$ cat config.mk
export PLATFORM = sky130hd
export DESIGN_NAME = pbm_pin_mux
export DESIGN_NICKNAME = d
export VERILOG_FILES = /design/src/pbm_pkg.sv /design/src/pbm_pin_mux.sv
export SDC_FILE = /design/constraint.sdc
export NUM_CORES = 1
export LEC_CHECK = 0
export ABC_AREA = 1
export ABC_CLOCK_PERIOD_IN_PS = 1400
export BUFFER_PORTS_ARGS = -buffer_cell sky130_fd_sc_hd__buf_2
export CAP_MARGIN = 20
export CORE_UTILIZATION = 45
export CTS_CLUSTER_SIZE = 28
export DETAILED_ROUTE_END_ITERATION = 6
export PLACE_DENSITY_LB_ADDON = 0.1
export SLEW_MARGIN = 20
export SYNTH_ARGS = -nofsm -noshare
export SYNTH_HDL_FRONTEND = slang
export SYNTH_SLANG_ARGS = --single-unit
$ cat constraint.sdc
create_clock -name ref_clk -period 1.4 [get_ports ref_clk]
set_clock_uncertainty 0.05 [all_clocks]
set_input_delay 0.14 -clock ref_clk [delete_from_list [all_inputs] [get_ports ref_clk]]
set_output_delay 0.14 -clock ref_clk [all_outputs]
set_load 0.1 [all_outputs]
$ cat src/pbm_pkg.sv
package pbm_pkg;

    // ----------------------------------------------------------------
    // Register bus
    // ----------------------------------------------------------------
    localparam int REG_ADDR_W = 4;
    localparam int REG_DATA_W = 8;
    localparam logic [3:0] REG_PORTB_DATA = 4'h0;
    localparam logic [3:0] REG_PORTB_DIR = 4'h1;
    localparam logic [3:0] REG_PORTB_PINS = 4'h2;
    localparam logic [3:0] REG_PORTC_DATA = 4'h3;
    localparam logic [3:0] REG_PORTC_DIR = 4'h4;
    localparam logic [3:0] REG_PORTC_PINS = 4'h5;
    localparam logic [3:0] REG_CONTROL = 4'h6;
    localparam int CTRL_PULLUP_DISABLE_BIT = 0;

    // ----------------------------------------------------------------
    // Reset values
    // ----------------------------------------------------------------
    localparam logic [7:0] RST_PORT_DATA = 8'h00;
    localparam logic [7:0] RST_PORT_DIR = 8'h00;
    localparam logic RST_PULLUP_DISABLE = 1'b0;
    localparam logic [15:0] RST_PIN_OE_N = 16'hFFFF;
    localparam logic [15:0] RST_PIN_ZERO = 16'h0000;

    // ----------------------------------------------------------------
    // Pin positions in the joined 16-bit pin vector
    // ----------------------------------------------------------------
    localparam int PIN_COUNT = 16;
    localparam int PORT_WIDTH = 8;
    localparam int PB0 = 0;
    localparam int PB1 = 1;
    localparam int PB2 = 2;
    localparam int PB3 = 3;
    localparam int PB4 = 4;
    localparam int PB5 = 5;
    localparam int PB6 = 6;
    localparam int PB7 = 7;
    localparam int PC0 = 8;
    localparam int PC1 = 9;
    localparam int PC2 = 10;
    localparam int PC3 = 11;
    localparam int PC4 = 12;
    localparam int PC5 = 13;
    localparam int PC6 = 14;
    localparam int PC7 = 15;

endpackage

$ cat src/pbm_pin_mux.sv
// The implementer's own choices: the plain strobed port and the placing of the registers.
`timescale 1ns/10ps
// Overview of operation
// - Serial slave forces port B bit 1 to input, used as slave data in.
// - Serial master: port B bit 1 direction follows its direction bit.
// - Forced-input port B bit 1 pull-up follows its data bit and disable.
// - Serial master forces port B bit 0 to input, used as master data in.
// - Serial slave: port B bit 0 direction follows its direction bit.
// - Forced-input port B bit 0 pull-up follows its data bit and disable.
// - Serial inputs are pin value gated by location select and reset.
// - Port B bit 7 drives pwm0 output 1 or serial clock.
// - Serial clock input is port B bit 7 gated by select and reset.
// - Pwm2 output 3 enable makes port C bit 3 drive that output.
// - Pwm2 output 2 enable makes port C bit 2 drive that output.
// - Pwm1 output 0 enable makes port C bit 0 drive that output.
// - Interrupt 3 enable forces port C bit 0 input on, routed out.
// - Interrupt 2 forces port B bit 5 input on; disable bit alone off.
// - Interrupt 1 forces port B bit 2 input on; disable bit alone off.
// - Converter output enable turns port C bit 7 driver and input off.
// - Channel digital-disable bits turn the pin's digital input off.
// - Amplifier 0 disable turns off inputs of port B bits 4 and 3.
// - Compare B enable drives port C bit 1; driver follows direction.
// - Port C bits 3 and 2 feed timer 1 and timer 0 count inputs.
// - Port C bit 1 pin feeds the pwm1 digital input.
// - Driver override enable selects driver override value for driver.
// - Value override enable with driver on drives value override.
// - Pull-up follows override, else on when dir,out,disable = 010.
// - Input override selects input enable; otherwise awake state.
module pbm_pin_mux #(
    parameter int PORT_BITS = 8
) (
    input wire logic ref_clk,
    input wire logic reset,
    input wire logic [pbm_pkg::REG_ADDR_W-1:0] reg_addr,
    input wire logic [pbm_pkg::REG_DATA_W-1:0] reg_wdata,
    input wire logic reg_write,
    input wire logic reg_read,
    output logic [pbm_pkg::REG_DATA_W-1:0] reg_rdata,
    input wire logic [pbm_pkg::PIN_COUNT-1:0] pin_in,
    output logic [pbm_pkg::PIN_COUNT-1:0] pin_out,
    output logic [pbm_pkg::PIN_COUNT-1:0] pin_oe_n,
    output logic [pbm_pkg::PIN_COUNT-1:0] pin_pullup_en,
    output logic [pbm_pkg::PIN_COUNT-1:0] pin_input_en,
    input wire logic mcu_sleep,
    input wire logic internal_reset,
    input wire logic serial_if_enable,
    input wire logic serial_if_master_sel,
    input wire logic serial_pin_location_sel,
    input wire logic serial_clock_out,
    input wire logic serial_mosi_out,
    input wire logic serial_miso_out,
    input wire logic pwm0_out1_enable,
    input wire logic pwm0_out1_value,
    input wire logic pwm1_out1_enable,
    input wire logic pwm1_out1_value,
    input wire logic pwm1_out0_enable,
    input wire logic pwm1_out0_value,
    input wire logic pwm2_out2_enable,
    input wire logic pwm2_out2_value,
    input wire logic pwm2_out3_enable,
    input wire logic pwm2_out3_value,
    input wire logic ext_irq1_enable,
    input wire logic ext_irq2_enable,
    input wire logic ext_irq3_enable,
    input wire logic chan4_digital_disable,
    input wire logic chan5_digital_disable,
    input wire logic chan6_digital_disable,
    input wire logic chan7_digital_disable,
    input wire logic chan8_digital_disable,
    input wire logic chan9_digital_disable,
    input wire logic chan10_digital_disable,
    input wire logic amp0_digital_disable,
    input wire logic dac_output_enable,
    input wire logic timer1_cmpb_out_enable,
    input wire logic timer1_cmpb_output,
    output logic serial_clock_pin_in,
    output logic serial_master_data_in,
    output logic serial_slave_data_in,
    output logic ext_irq1_input,
    output logic ext_irq2_input,
    output logic ext_irq3_input,
    output logic timer0_count_input,
    output logic timer1_count_input,
    output logic timer1_capture_b_input,
    output logic pwm1_digital_input,
    output logic global_pullup_disable
);
    import pbm_pkg::*;

    if (PORT_BITS != PORT_WIDTH) begin : g_bad_width
        $error("pbm_pin_mux serves only 8-bit ports");
    end

    // ----------------------------------------------------------------
    // Port registers
    // ----------------------------------------------------------------
    logic [PIN_COUNT-1:0] port_data;
    logic [PIN_COUNT-1:0] port_dir;
    logic [PIN_COUNT-1:0] next_port_data;
    logic [PIN_COUNT-1:0] next_port_dir;
    logic next_pud;

    always_comb begin
        next_port_data = port_data;
        next_port_dir = port_dir;
        next_pud = global_pullup_disable;
        if (reg_write) begin
            unique case (reg_addr)
                REG_PORTB_DATA: next_port_data[PB7:PB0] = reg_wdata;
                REG_PORTB_DIR: next_port_dir[PB7:PB0] = reg_wdata;
                REG_PORTC_DATA: next_port_data[PC7:PC0] = reg_wdata;
                REG_PORTC_DIR: next_port_dir[PC7:PC0] = reg_wdata;
                REG_CONTROL: next_pud = reg_wdata[CTRL_PULLUP_DISABLE_BIT];
                default: ;
            endcase
        end
    end

    always_ff @(posedge ref_clk) begin
        if (reset) begin
            port_data <= {RST_PORT_DATA, RST_PORT_DATA};
            port_dir <= {RST_PORT_DIR, RST_PORT_DIR};
            global_pullup_disable <= RST_PULLUP_DISABLE;
        end else begin
            port_data <= next_port_data;
            port_dir <= next_port_dir;
            global_pullup_disable <= next_pud;
        end
    end

    // Read data stand only in the cycle after the strobe; unmapped reads 0
    always_ff @(posedge ref_clk) begin
        if (reset || !reg_read) begin
            reg_rdata <= '0;
        end else begin
            unique case (reg_addr)
                REG_PORTB_DATA: reg_rdata <= port_data[PB7:PB0];
                REG_PORTB_DIR: reg_rdata <= port_dir[PB7:PB0];
                REG_PORTB_PINS: reg_rdata <= pin_in[PB7:PB0]
                    & pin_input_en[PB7:PB0];
                REG_PORTC_DATA: reg_rdata <= port_data[PC7:PC0];
                REG_PORTC_DIR: reg_rdata <= port_dir[PC7:PC0];
                REG_PORTC_PINS: reg_rdata <= pin_in[PC7:PC0]
                    & pin_input_en[PC7:PC0];
                REG_CONTROL: reg_rdata <= {7'h00, global_pullup_disable};
                default: reg_rdata <= '0;
            endcase
        end
    end

    // ----------------------------------------------------------------
    // Override terms
    // ----------------------------------------------------------------
    // Built from next register values so the pins move on the same edge
    // as the port registers themselves.
    logic spi_on;
    logic spi_master;
    logic spi_slave;
    logic [PIN_COUNT-1:0] pullup_override_en;
    logic [PIN_COUNT-1:0] pullup_override_val;
    logic [PIN_COUNT-1:0] driver_override_en;
    logic [PIN_COUNT-1:0] driver_override_val;
    logic [PIN_COUNT-1:0] value_override_en;
    logic [PIN_COUNT-1:0] value_override_val;
    logic [PIN_COUNT-1:0] input_en_override_en;
    logic [PIN_COUNT-1:0] input_en_override_val;

    assign spi_on = serial_if_enable && serial_pin_location_sel;
    assign spi_master = spi_on && serial_if_master_sel;
    assign spi_slave = spi_on && !serial_if_master_sel;

    always_comb begin
        pullup_override_en = '0;
        pullup_override_val = '0;
        driver_override_en = '0;
        driver_override_val = '0;
        value_override_en = '0;
        value_override_val = '0;
        input_en_override_en = '0;
        input_en_override_val = '0;
        // Bit 7 of port B: serial clock input in slave mode, serial clock out in master mode, else pwm0 output 1
        pullup_override_en[PB7] = spi_slave;
        pullup_override_val[PB7] = next_port_data[PB7] && !next_pud;
        driver_override_en[PB7] = spi_slave || pwm0_out1_enable;
        driver_override_val[PB7] = pwm0_out1_enable && !spi_slave;
        value_override_en[PB7] = spi_master || pwm0_out1_enable;
        value_override_val[PB7] = spi_master ? serial_clock_out
                                             : pwm0_out1_value;
        input_en_override_en[PB7] = chan4_digital_disable;
        // Bit 6 of port B: pwm1 output 1
        driver_override_en[PB6] = pwm1_out1_enable;
        driver_override_val[PB6] = 1'b1;
        value_override_en[PB6] = pwm1_out1_enable;
        value_override_val[PB6] = pwm1_out1_value;
        input_en_override_en[PB6] = chan7_digital_disable;
        // Interrupt pins: enable wins over the channel disable
        input_en_override_en[PB5] = chan6_digital_disable
                                    || ext_irq2_enable;
        input_en_override_val[PB5] = ext_irq2_enable;
        input_en_override_en[PB2] = chan5_digital_disable
                                    || ext_irq1_enable;
        input_en_override_val[PB2] = ext_irq1_enable;
        input_en_override_en[PB4] = amp0_digital_disable;
        input_en_override_en[PB3] = amp0_digital_disable;
        // Data pins: the receiving end is forced to input
        driver_override_en[PB1] = spi_slave;
        pullup_override_en[PB1] = spi_slave;
        pullup_override_val[PB1] = next_port_data[PB1] && !next_pud;
        value_override_en[PB1] = spi_master;
        value_override_val[PB1] = serial_mosi_out;
        driver_override_en[PB0] = spi_master;
        pullup_override_en[PB0] = spi_master;
        pullup_override_val[PB0] = next_port_data[PB0] && !next_pud;
        value_override_en[PB0] = spi_slave;
        value_override_val[PB0] = serial_miso_out;
        // Port C
        driver_override_en[PC7] = dac_output_enable;
        input_en_override_en[PC7] = dac_output_enable;
        input_en_override_en[PC6] = chan10_digital_disable;
        input_en_override_en[PC5] = chan9_digital_disable;
        input_en_override_en[PC4] = chan8_digital_disable;
        driver_override_en[PC3] = pwm2_out3_enable;
        driver_override_val[PC3] = 1'b1;
        value_override_en[PC3] = pwm2_out3_enable;
        value_override_val[PC3] = pwm2_out3_value;
        driver_override_en[PC2] = pwm2_out2_enable;
        driver_override_val[PC2] = 1'b1;
        value_override_en[PC2] = pwm2_out2_enable;
        value_override_val[PC2] = pwm2_out2_value;
        // Compare B leaves the driver to the direction bit
        value_override_en[PC1] = timer1_cmpb_out_enable;
        value_override_val[PC1] = timer1_cmpb_output;
        driver_override_en[PC0] = pwm1_out0_enable;
        driver_override_val[PC0] = 1'b1;
        value_override_en[PC0] = pwm1_out0_enable;
        value_override_val[PC0] = pwm1_out0_value;
        input_en_override_en[PC0] = ext_irq3_enable;
        input_en_override_val[PC0] = ext_irq3_enable;
    end

    // ----------------------------------------------------------------
    // Per-pin resolution
    // ----------------------------------------------------------------
    genvar gi;
    generate
        for (gi = 0; gi < PIN_COUNT; gi++) begin : g_pin
            logic next_drive;
            logic next_pull;
            logic next_ie;
            assign next_drive = driver_override_en[gi]
                ? driver_override_val[gi] : next_port_dir[gi];
            assign next_pull = pullup_override_en[gi]
                ? pullup_override_val[gi]
                : ({next_port_dir[gi], next_port_data[gi], next_pud}
                   == 3'b010);
            assign next_ie = input_en_override_en[gi]
                ? input_en_override_val[gi] : !mcu_sleep;
            always_ff @(posedge ref_clk) begin
                if (reset) begin
                    pin_oe_n[gi] <= RST_PIN_OE_N[gi];
                    pin_out[gi] <= RST_PIN_ZERO[gi];
                    pin_pullup_en[gi] <= RST_PIN_ZERO[gi];
                    pin_input_en[gi] <= RST_PIN_ZERO[gi];
                end else begin
                    pin_oe_n[gi] <= !next_drive;
                    // Value shows only while driving, as on a real pad
                    pin_out[gi] <= next_drive && (value_override_en[gi]
                        ? value_override_val[gi]
                        : next_port_data[gi]);
                    pin_pullup_en[gi] <= next_pull;
                    pin_input_en[gi] <= next_ie;
                end
            end
        end
    endgenerate

    // ----------------------------------------------------------------
    // Pin inputs back to peripherals
    // ----------------------------------------------------------------
    // A disabled input reads as low so a floating analog pin never toggles
    // a peripheral.
    logic [PIN_COUNT-1:0] pin_digital;
    logic serial_gate;
    assign pin_digital = pin_in & pin_input_en;
    assign serial_gate = serial_pin_location_sel && !internal_reset;

    always_ff @(posedge ref_clk) begin
        if (reset) begin
            serial_clock_pin_in <= 1'b0;
            serial_master_data_in <= 1'b0;
            serial_slave_data_in <= 1'b0;
        end else begin
            serial_clock_pin_in <= pin_digital[PB7] && serial_gate;
            serial_master_data_in <= pin_digital[PB0] && serial_gate;
            serial_slave_data_in <= pin_digital[PB1] && serial_gate;
        end
    end

    always_ff @(posedge ref_clk) begin
        if (reset) begin
            ext_irq1_input <= 1'b0;
            ext_irq2_input <= 1'b0;
            ext_irq3_input <= 1'b0;
            timer0_count_input <= 1'b0;
            timer1_count_input <= 1'b0;
            timer1_capture_b_input <= 1'b0;
            pwm1_digital_input <= 1'b0;
        end else begin
            ext_irq1_input <= pin_digital[PB2];
            ext_irq2_input <= pin_digital[PB5];
            ext_irq3_input <= pin_digital[PC0];
            timer0_count_input <= pin_digital[PC2];
            timer1_count_input <= pin_digital[PC3];
            timer1_capture_b_input <= pin_digital[PB6];
            pwm1_digital_input <= pin_digital[PC1];
        end
    end
endmodule

==> results of run 1 <==
how the worst max path moves through the flow:
stage	to	startpoint	slack, ns	cells after the start
finish	reg_rdata[3]	reg_rdata[3]$_SDFF_PP0_	0.03	1
global route	pin_input_en[1]	pin_input_en[11]$_SDFF_PP0_	-0.02	1
CTS	pin_input_en[1]	pin_input_en[11]$_SDFF_PP0_	-0.11	1
detailed placement	pin_out[11]$_SDFF_PP0_	reg_addr[2]	0.03	9
global placement	pin_out[10]$_SDFF_PP0_	reg_addr[2]	0.07	9
floorplan	reg_rdata[0]$_SDFF_PP0_	pin_input_en[8]$_SDFF_PP0_	-0.16	5
kinds of logic (layout without fill, tap and decap cells):
group           Yosys count  count (layout)  synth area share (%)
simple gates            326             326                  34.1
flops                   110             110                  51.4
buf+inv                 115             302                  11.4
compound gates           24              24                  3.04
cell usage in the layout (no fill, tap or decap):
master	synthesis	layout
nand3_2	4	4
buf_2	7	138
nand2_1	133	132
clkinv_2	0	2
clkbuf_4	0	2
nand2_2	1	2
nor2_2	3	3
and2_1	1	1
nand3b_1	15	15
clkinv_1	1	1
dfxtp_1	110	99
dfxtp_2	0	11
nand4_1	24	24
inv_2	4	4
dlygate4sd3_1	0	30
clkinv_4	0	2
nor2_4	2	2
clkbuf_8	0	9
nand3_1	54	54
o21ai_0	6	6
inv_6	0	2
buf_12	0	4
o21ai_1	10	10
inv_1	84	84
o211ai_1	4	4
inv_8	0	1
a21oi_1	4	4
buf_4	11	23
nor2_1	89	89
layer usage:
layer | routed length (um) | vias up | global-route usage (%) | part of all wire [%]
li1 | - | 2135 | - | -
met1 | 5340 | 1941 | 30.2 | 43
met2 | 6090 | 139 | 45.8 | 49
met3 | 602 | 27 | 5.06 | 4.9
met4 | 330 | 0 | 11.2 | 2.7
met5 | 0 | - | 0 | 0
power by group:
group	total [mW]	switching (mW)	internal [mW]	leakage, nW
clock network	1.83	1.15	0.675	0.0959
registers	3.24	0.0372	3.20	0.897
logic	1.07	0.793	0.282	2.07
total	6.14	1.98	4.16	3.07
final cells by class:
| class | count | area (um^2) |
|---|---|---|
| fillers | 882 | 3500 |
| clock buffers | 9 | 124 |
| well taps | 129 | 161 |
| inverters | 89 | 334 |
| repair buffers | 197 | 1260 |
| multi-input cells | 350 | 1590 |
| clock inverters | 7 | 56.3 |
| flip-flops and latches | 110 | 2220 |
repair_timing:
item	in CTS	in global routing
buffers inserted	0	0
hold endpoints to repair	29	0
hold buffers	30	0
gates resized for setup	1	13
setup endpoints to repair	6	12
sequential cells by signal, indices dropped and copies added, names as in the netlist, 8 cells and up:
register / count
pin_oe_n: 16
pin_out: 16
pin_pullup_en: 16
port_data: 16
port_dir: 16
pin_input_en: 11
reg_rdata: 8
stage by stage:
stage | area [um^2] | power, mW | setup slack (ns) | utilization (%) | instances
finish | 5740 | 6.14 | 0.0291 | 62.2 | 891
global route | 5740 | 6.36 | -0.0220 | 62.2 | 891
CTS | 5720 | 6.16 | -0.106 | 61.9 | 891
detailed placement | 5240 | 4.31 | 0.0294 | 56.7 | 845
global placement | 5240 | 4.30 | 0.0681 | 56.7 | 845
floorplan | 4300 | 4.03 | -0.159 | - | 575
==> impl_results.md, run 1 <==
- Most frequent cell after synthesis: nand2_1
- Leakage dissipation: 3.07 nW
- Slew Limit Fails: 0
- Synth unique cells: 23
- Flop2flop setup slack: 0.21 ns
- Bufs on Longest Clock Path: 2
- Crit end category: primary output
- CP Max Fanout: 1
- Critical Path RT: 1.21 ns
- Die area: 9910 um^2
- # IOs: 147
- Cell family with most CP delay: buffers and inverters
- Drt initial violations: 200
- Hold path cells: 4
- Remaining DRCs: 0
- Worst Setup Path Type: flop to primary output
- Period Utilization, post-route: 97.9%
- Routed wire length per instance: 13.9 um
- Vias per inst: 4.76
- Post-synthesis cell count: 575
- Worst vdd ir: 0.500 mV
- Post-DP HPWL: 8.82 mm
- CTS clk-pin slew, worst paths: 0.11 ns
- Total Wirelength: 12.4 mm
- Starting density of the core: 46.3%
- Detailed-route via count: 4242
- RSZ-0062 raised after global routing: true
- Mapped Avg Cell Area: 7.45 um^2
- Die width: 99.5 um
- Reg-to-reg startpoint: pin_input_en[11]$_SDFF_PP0_
- Vias in the first global route: 4056
- Synth top area share: 51.4%
- Top cells by area, synth: dfxtp_1, nand2_1, nor2_1
- FFs w/ async S/R, synth: 0%
- Port-buffer cells: 146
- Critical-path cell list: buf_2
- Worst R2R Path Depth: 5
- Status: complete, no violations
- Register area share after synthesis: 51.4%
- Layout cells sized above 1: 27.4%
- Hold EP: pin_oe_n[7]$_SDFF_PP1_
- Antenna Nets Post-Route: 0
- # nets final: 821
- Global-route wire length before repair: 19.9 mm
- # setup viols final: 0
- Max Cap Violations: 0
- Main synth FF type: dfxtp_1
- Initial antenna violation count: 0
- EDFF count, synth: 0
- Total GRT Usage: 25.8%
- Clk sinks: 110
- Top cells by instance count after synthesis: nand2_1, dfxtp_1, nor2_1
- Core area: 9240 um^2
- F_max: 0.729 GHz
- Synthesized area: 4280 um^2
- Class of the worst hold path: input pin to flop
- R2r endpoint: reg_rdata[2]$_SDFF_PP0_
- Power density cells: 1070 nW/um^2
- Minimum clock period: 1.37 ns
- Yosys top cell by area: dfxtp_1
- Clock latency on the worst-skew pair: 0.38 ns
- Antenna cell count: 0
- Num CTS Buffers: 9
- Setup_tns: 0 ns
- Worst setup SP type: flop
- Post-synth net total: 639
- #FFs+latches synth: 110
- Worst EP arrival: 1.18 ns
- CTS Root Cell: clkbuf_8
- H-Tree Depth: 3
- Total congestion overflow: 0
- Crit-path max cell delay: 0.44 ns
- Synthesis warning total: 0
- DR pass1 iterations: 6
- Bufs and invs on worst path: 1
- Pin count of the biggest net entering global routing: 33
- Row cnt: 35
- HP Start: pwm0_out1_enable
- Slew HR: 66.7%
- Clock tree from TritonCTS: done
- Hold slack final: 0.0146 ns
- Die height: 99.5 um
- RePlAce Congestion: 0.868
- Final hold violations: 0
- Layout overhead on the synthesized area: 34.1%
- CP max stage cell: buf_2
- Slew @ Worst Pin: 0.504 ns
No activity file was read; power rests on OpenSTA's default activity.
==> run 2: changes to the inputs <==
--- a/config.mk
+++ b/config.mk
@@ -9,7 +9,7 @@
 export ABC_CLOCK_PERIOD_IN_PS = 1400
 export BUFFER_PORTS_ARGS = -buffer_cell sky130_fd_sc_hd__buf_2
 export CAP_MARGIN = 20
-export CORE_UTILIZATION = 45
+export CORE_UTILIZATION = 35
 export CTS_CLUSTER_SIZE = 28
 export DETAILED_ROUTE_END_ITERATION = 6
 export PLACE_DENSITY_LB_ADDON = 0.1
==> run 2 against run 1 <==
  * Via count down 1.5%
  * Critical path depth is 1 higher
  * Wire length grew 0.77%
  * Non-clock buffer count is 10 lower
  * Sequential share of layout area is 0.59 points lower
  * Core utilization decreased by 13 points
  * Largest cell class unchanged
==> impl_results.md, run 2 (synthesized netlist as in run 1, its figures left out) <==
- Status: complete, no violations
- Setup Buffers After CTS: 0
- Starting density of the core: 35.8%
- Class of the worst hold path: input pin to flop
- Die area: 12700 um^2
- Remaining DRCs: 0
- Power density cells: 1150 nW/um^2
- RSZ-0062 raised after global routing: false
- Critical-path cell list: buf_6 -> buf_12
- Port-buffer cells: 146
- Slew HR: 66.4%
- Detailed-route via count: 4180
- Global-route wire length before repair: 19.9 mm
- Worst EP arrival: 1.17 ns
- Slew @ Worst Pin: 0.508 ns
- RePlAce Congestion: 0.831
- Pin count of the biggest net entering global routing: 25
- DR pass1 iterations: 5
- Crit-path max cell delay: 0.45 ns
- Period Utilization, post-route: 97.3%
- Total congestion overflow: 0
- Die height: 113 um
- Initial antenna violation count: 0
- CTS clk-pin slew, worst paths: 0.07 ns
- Num CTS Buffers: 9
- Final hold violations: 0
- Total Wirelength: 12.5 mm
- Antenna Nets Post-Route: 0
- Worst setup SP type: flop
- # IOs: 147
- CTS Root Cell: clkbuf_16
- H-Tree Depth: 3
- Worst Setup Path Type: flop to primary output
- Antenna cell count: 0
- Footprint of the multi-input gates: 1590 um^2
- Slew Limit Fails: 0
- Minimum clock period: 1.36 ns
- Number of fill cells in the layout: 1216
- Leakage dissipation: 3.09 nW
- Clock latency on the worst-skew pair: 0.34 ns
- Drt initial violations: 189
- # nets final: 811
- Routed wire length per instance: 13.9 um
- # setup viols final: 0
- Layout cells sized above 1: 27.4%
- Most frequent cells in the layout: buf_2, nand2_1, dfxtp_1
- Vias per inst: 4.65
- Critical Path RT: 1.21 ns
- Bufs on Longest Clock Path: 2
- Vias in the first global route: 3955
- Max Cap Violations: 0
- FF/Latch Area: 2220 um^2
- Setup_tns: 0 ns
- Pre-CTS setup slack: -0.0192 ns
- Clk sinks: 110
- CP max stage cell: dfxtp_2
- Final worst setup slack: 0.0379 ns
- Clock tree from TritonCTS: done
- Total GRT Usage: 20.4%
- Row cnt: 40
- Post-DP HPWL: 9.25 mm
- Core area: 12000 um^2
- F_max: 0.734 GHz
- CP Max Fanout: 7
- Layout overhead on the synthesized area: 36.2%
- Commonest non-fill, non-tap cell in the layout: buf_2
- Die width: 113 um
- Crit end category: primary output
- Worst vdd ir: 0.520 mV
==> run 2: cell types whose count changed in the layout (fill, tap and decap cells not counted), sizes merged <==
cell	delta
clkinv	-1
buf	+1
dlygate4sd3	-9
inv	-3
clkinvlp	+1
==> run 2: timing repair <==
action	in CTS	in global routing
hold buffers	21	0
endpoints found under the hold margin	19	0
resized for setup	1	0
setup endpoints to repair	5	0
==> run 2: report_power, final <==
part / leakage (nW) / internal [mW] / switching [mW]
clock: 0.137 / 1.29 / 1.11
sequential: 0.897 / 3.20 / 0.0336
combinational: 2.05 / 0.291 / 0.796
total: 3.09 / 4.78 / 1.94
==> run 2: final timing paths <==
| check | from | endpoint | slack [ns] | cells past startpoint |
|---|---|---|---|---|
| min | pin_in[0] | serial_master_data_in$_SDFF_PP0_ | 0.02 | 3 |
| max reg2reg | pin_input_en[11]$_SDFF_PP0_ | reg_rdata[0]$_SDFF_PP0_ | 0.27 | 5 |
| min reg2reg | pin_input_en[5]$_SDFF_PP0_ | ext_irq2_input$_SDFF_PP0_ | 0.39 | 2 |
| max | pin_input_en[11]$_SDFF_PP0_ | pin_input_en[0] | 0.04 | 2 |
==> run 2: per-layer routing <==
| metal | vias to the layer above | track usage [%] | wire (um) | part of all wire (%) |
|---|---|---|---|---|
| met5 | - | 0 | 0 | 0 |
| met4 | 0 | 9.42 | 307 | 2.5 |
| met3 | 23 | 2.70 | 573 | 4.6 |
| met2 | 152 | 34.9 | 5940 | 48 |
| met1 | 1879 | 25.6 | 5640 | 45 |
| li1 | 2126 | - | - | - |
==> run 2: critical path, delay by kind of cell (launching register included) <==
kind,cells,cell delay (ns)
flip-flops,1,0.45
buffers and inverters,2,0.38
==> run 2: stage by stage <==
step           total power, mW  cells  hold WS, ns  instance area, um^2  util, %
3_3_place_gp              4.35    862        0.240                 5340     44.7
4_1_cts                   6.79    898      0.00376                 5830     48.8
3_5_place_dp              4.35    862        0.240                 5340     44.7
6_report                  6.72    898       0.0153                 5830     48.8
2_1_floorplan             4.03    575        0.155                 4300        -
5_1_grt                   6.98    898       0.0241                 5830     48.8
==> run 2: final cells by class <==
cell class	instances	area share [%]
Timing Repair Buffer	187	21.1
Multi-Input combinational cell	350	27.3
Clock buffer	11	4.33
Inverter	89	5.73
Sequential cell	110	38.0
Tap cell	147	3.15
Clock inverter	4	0.386
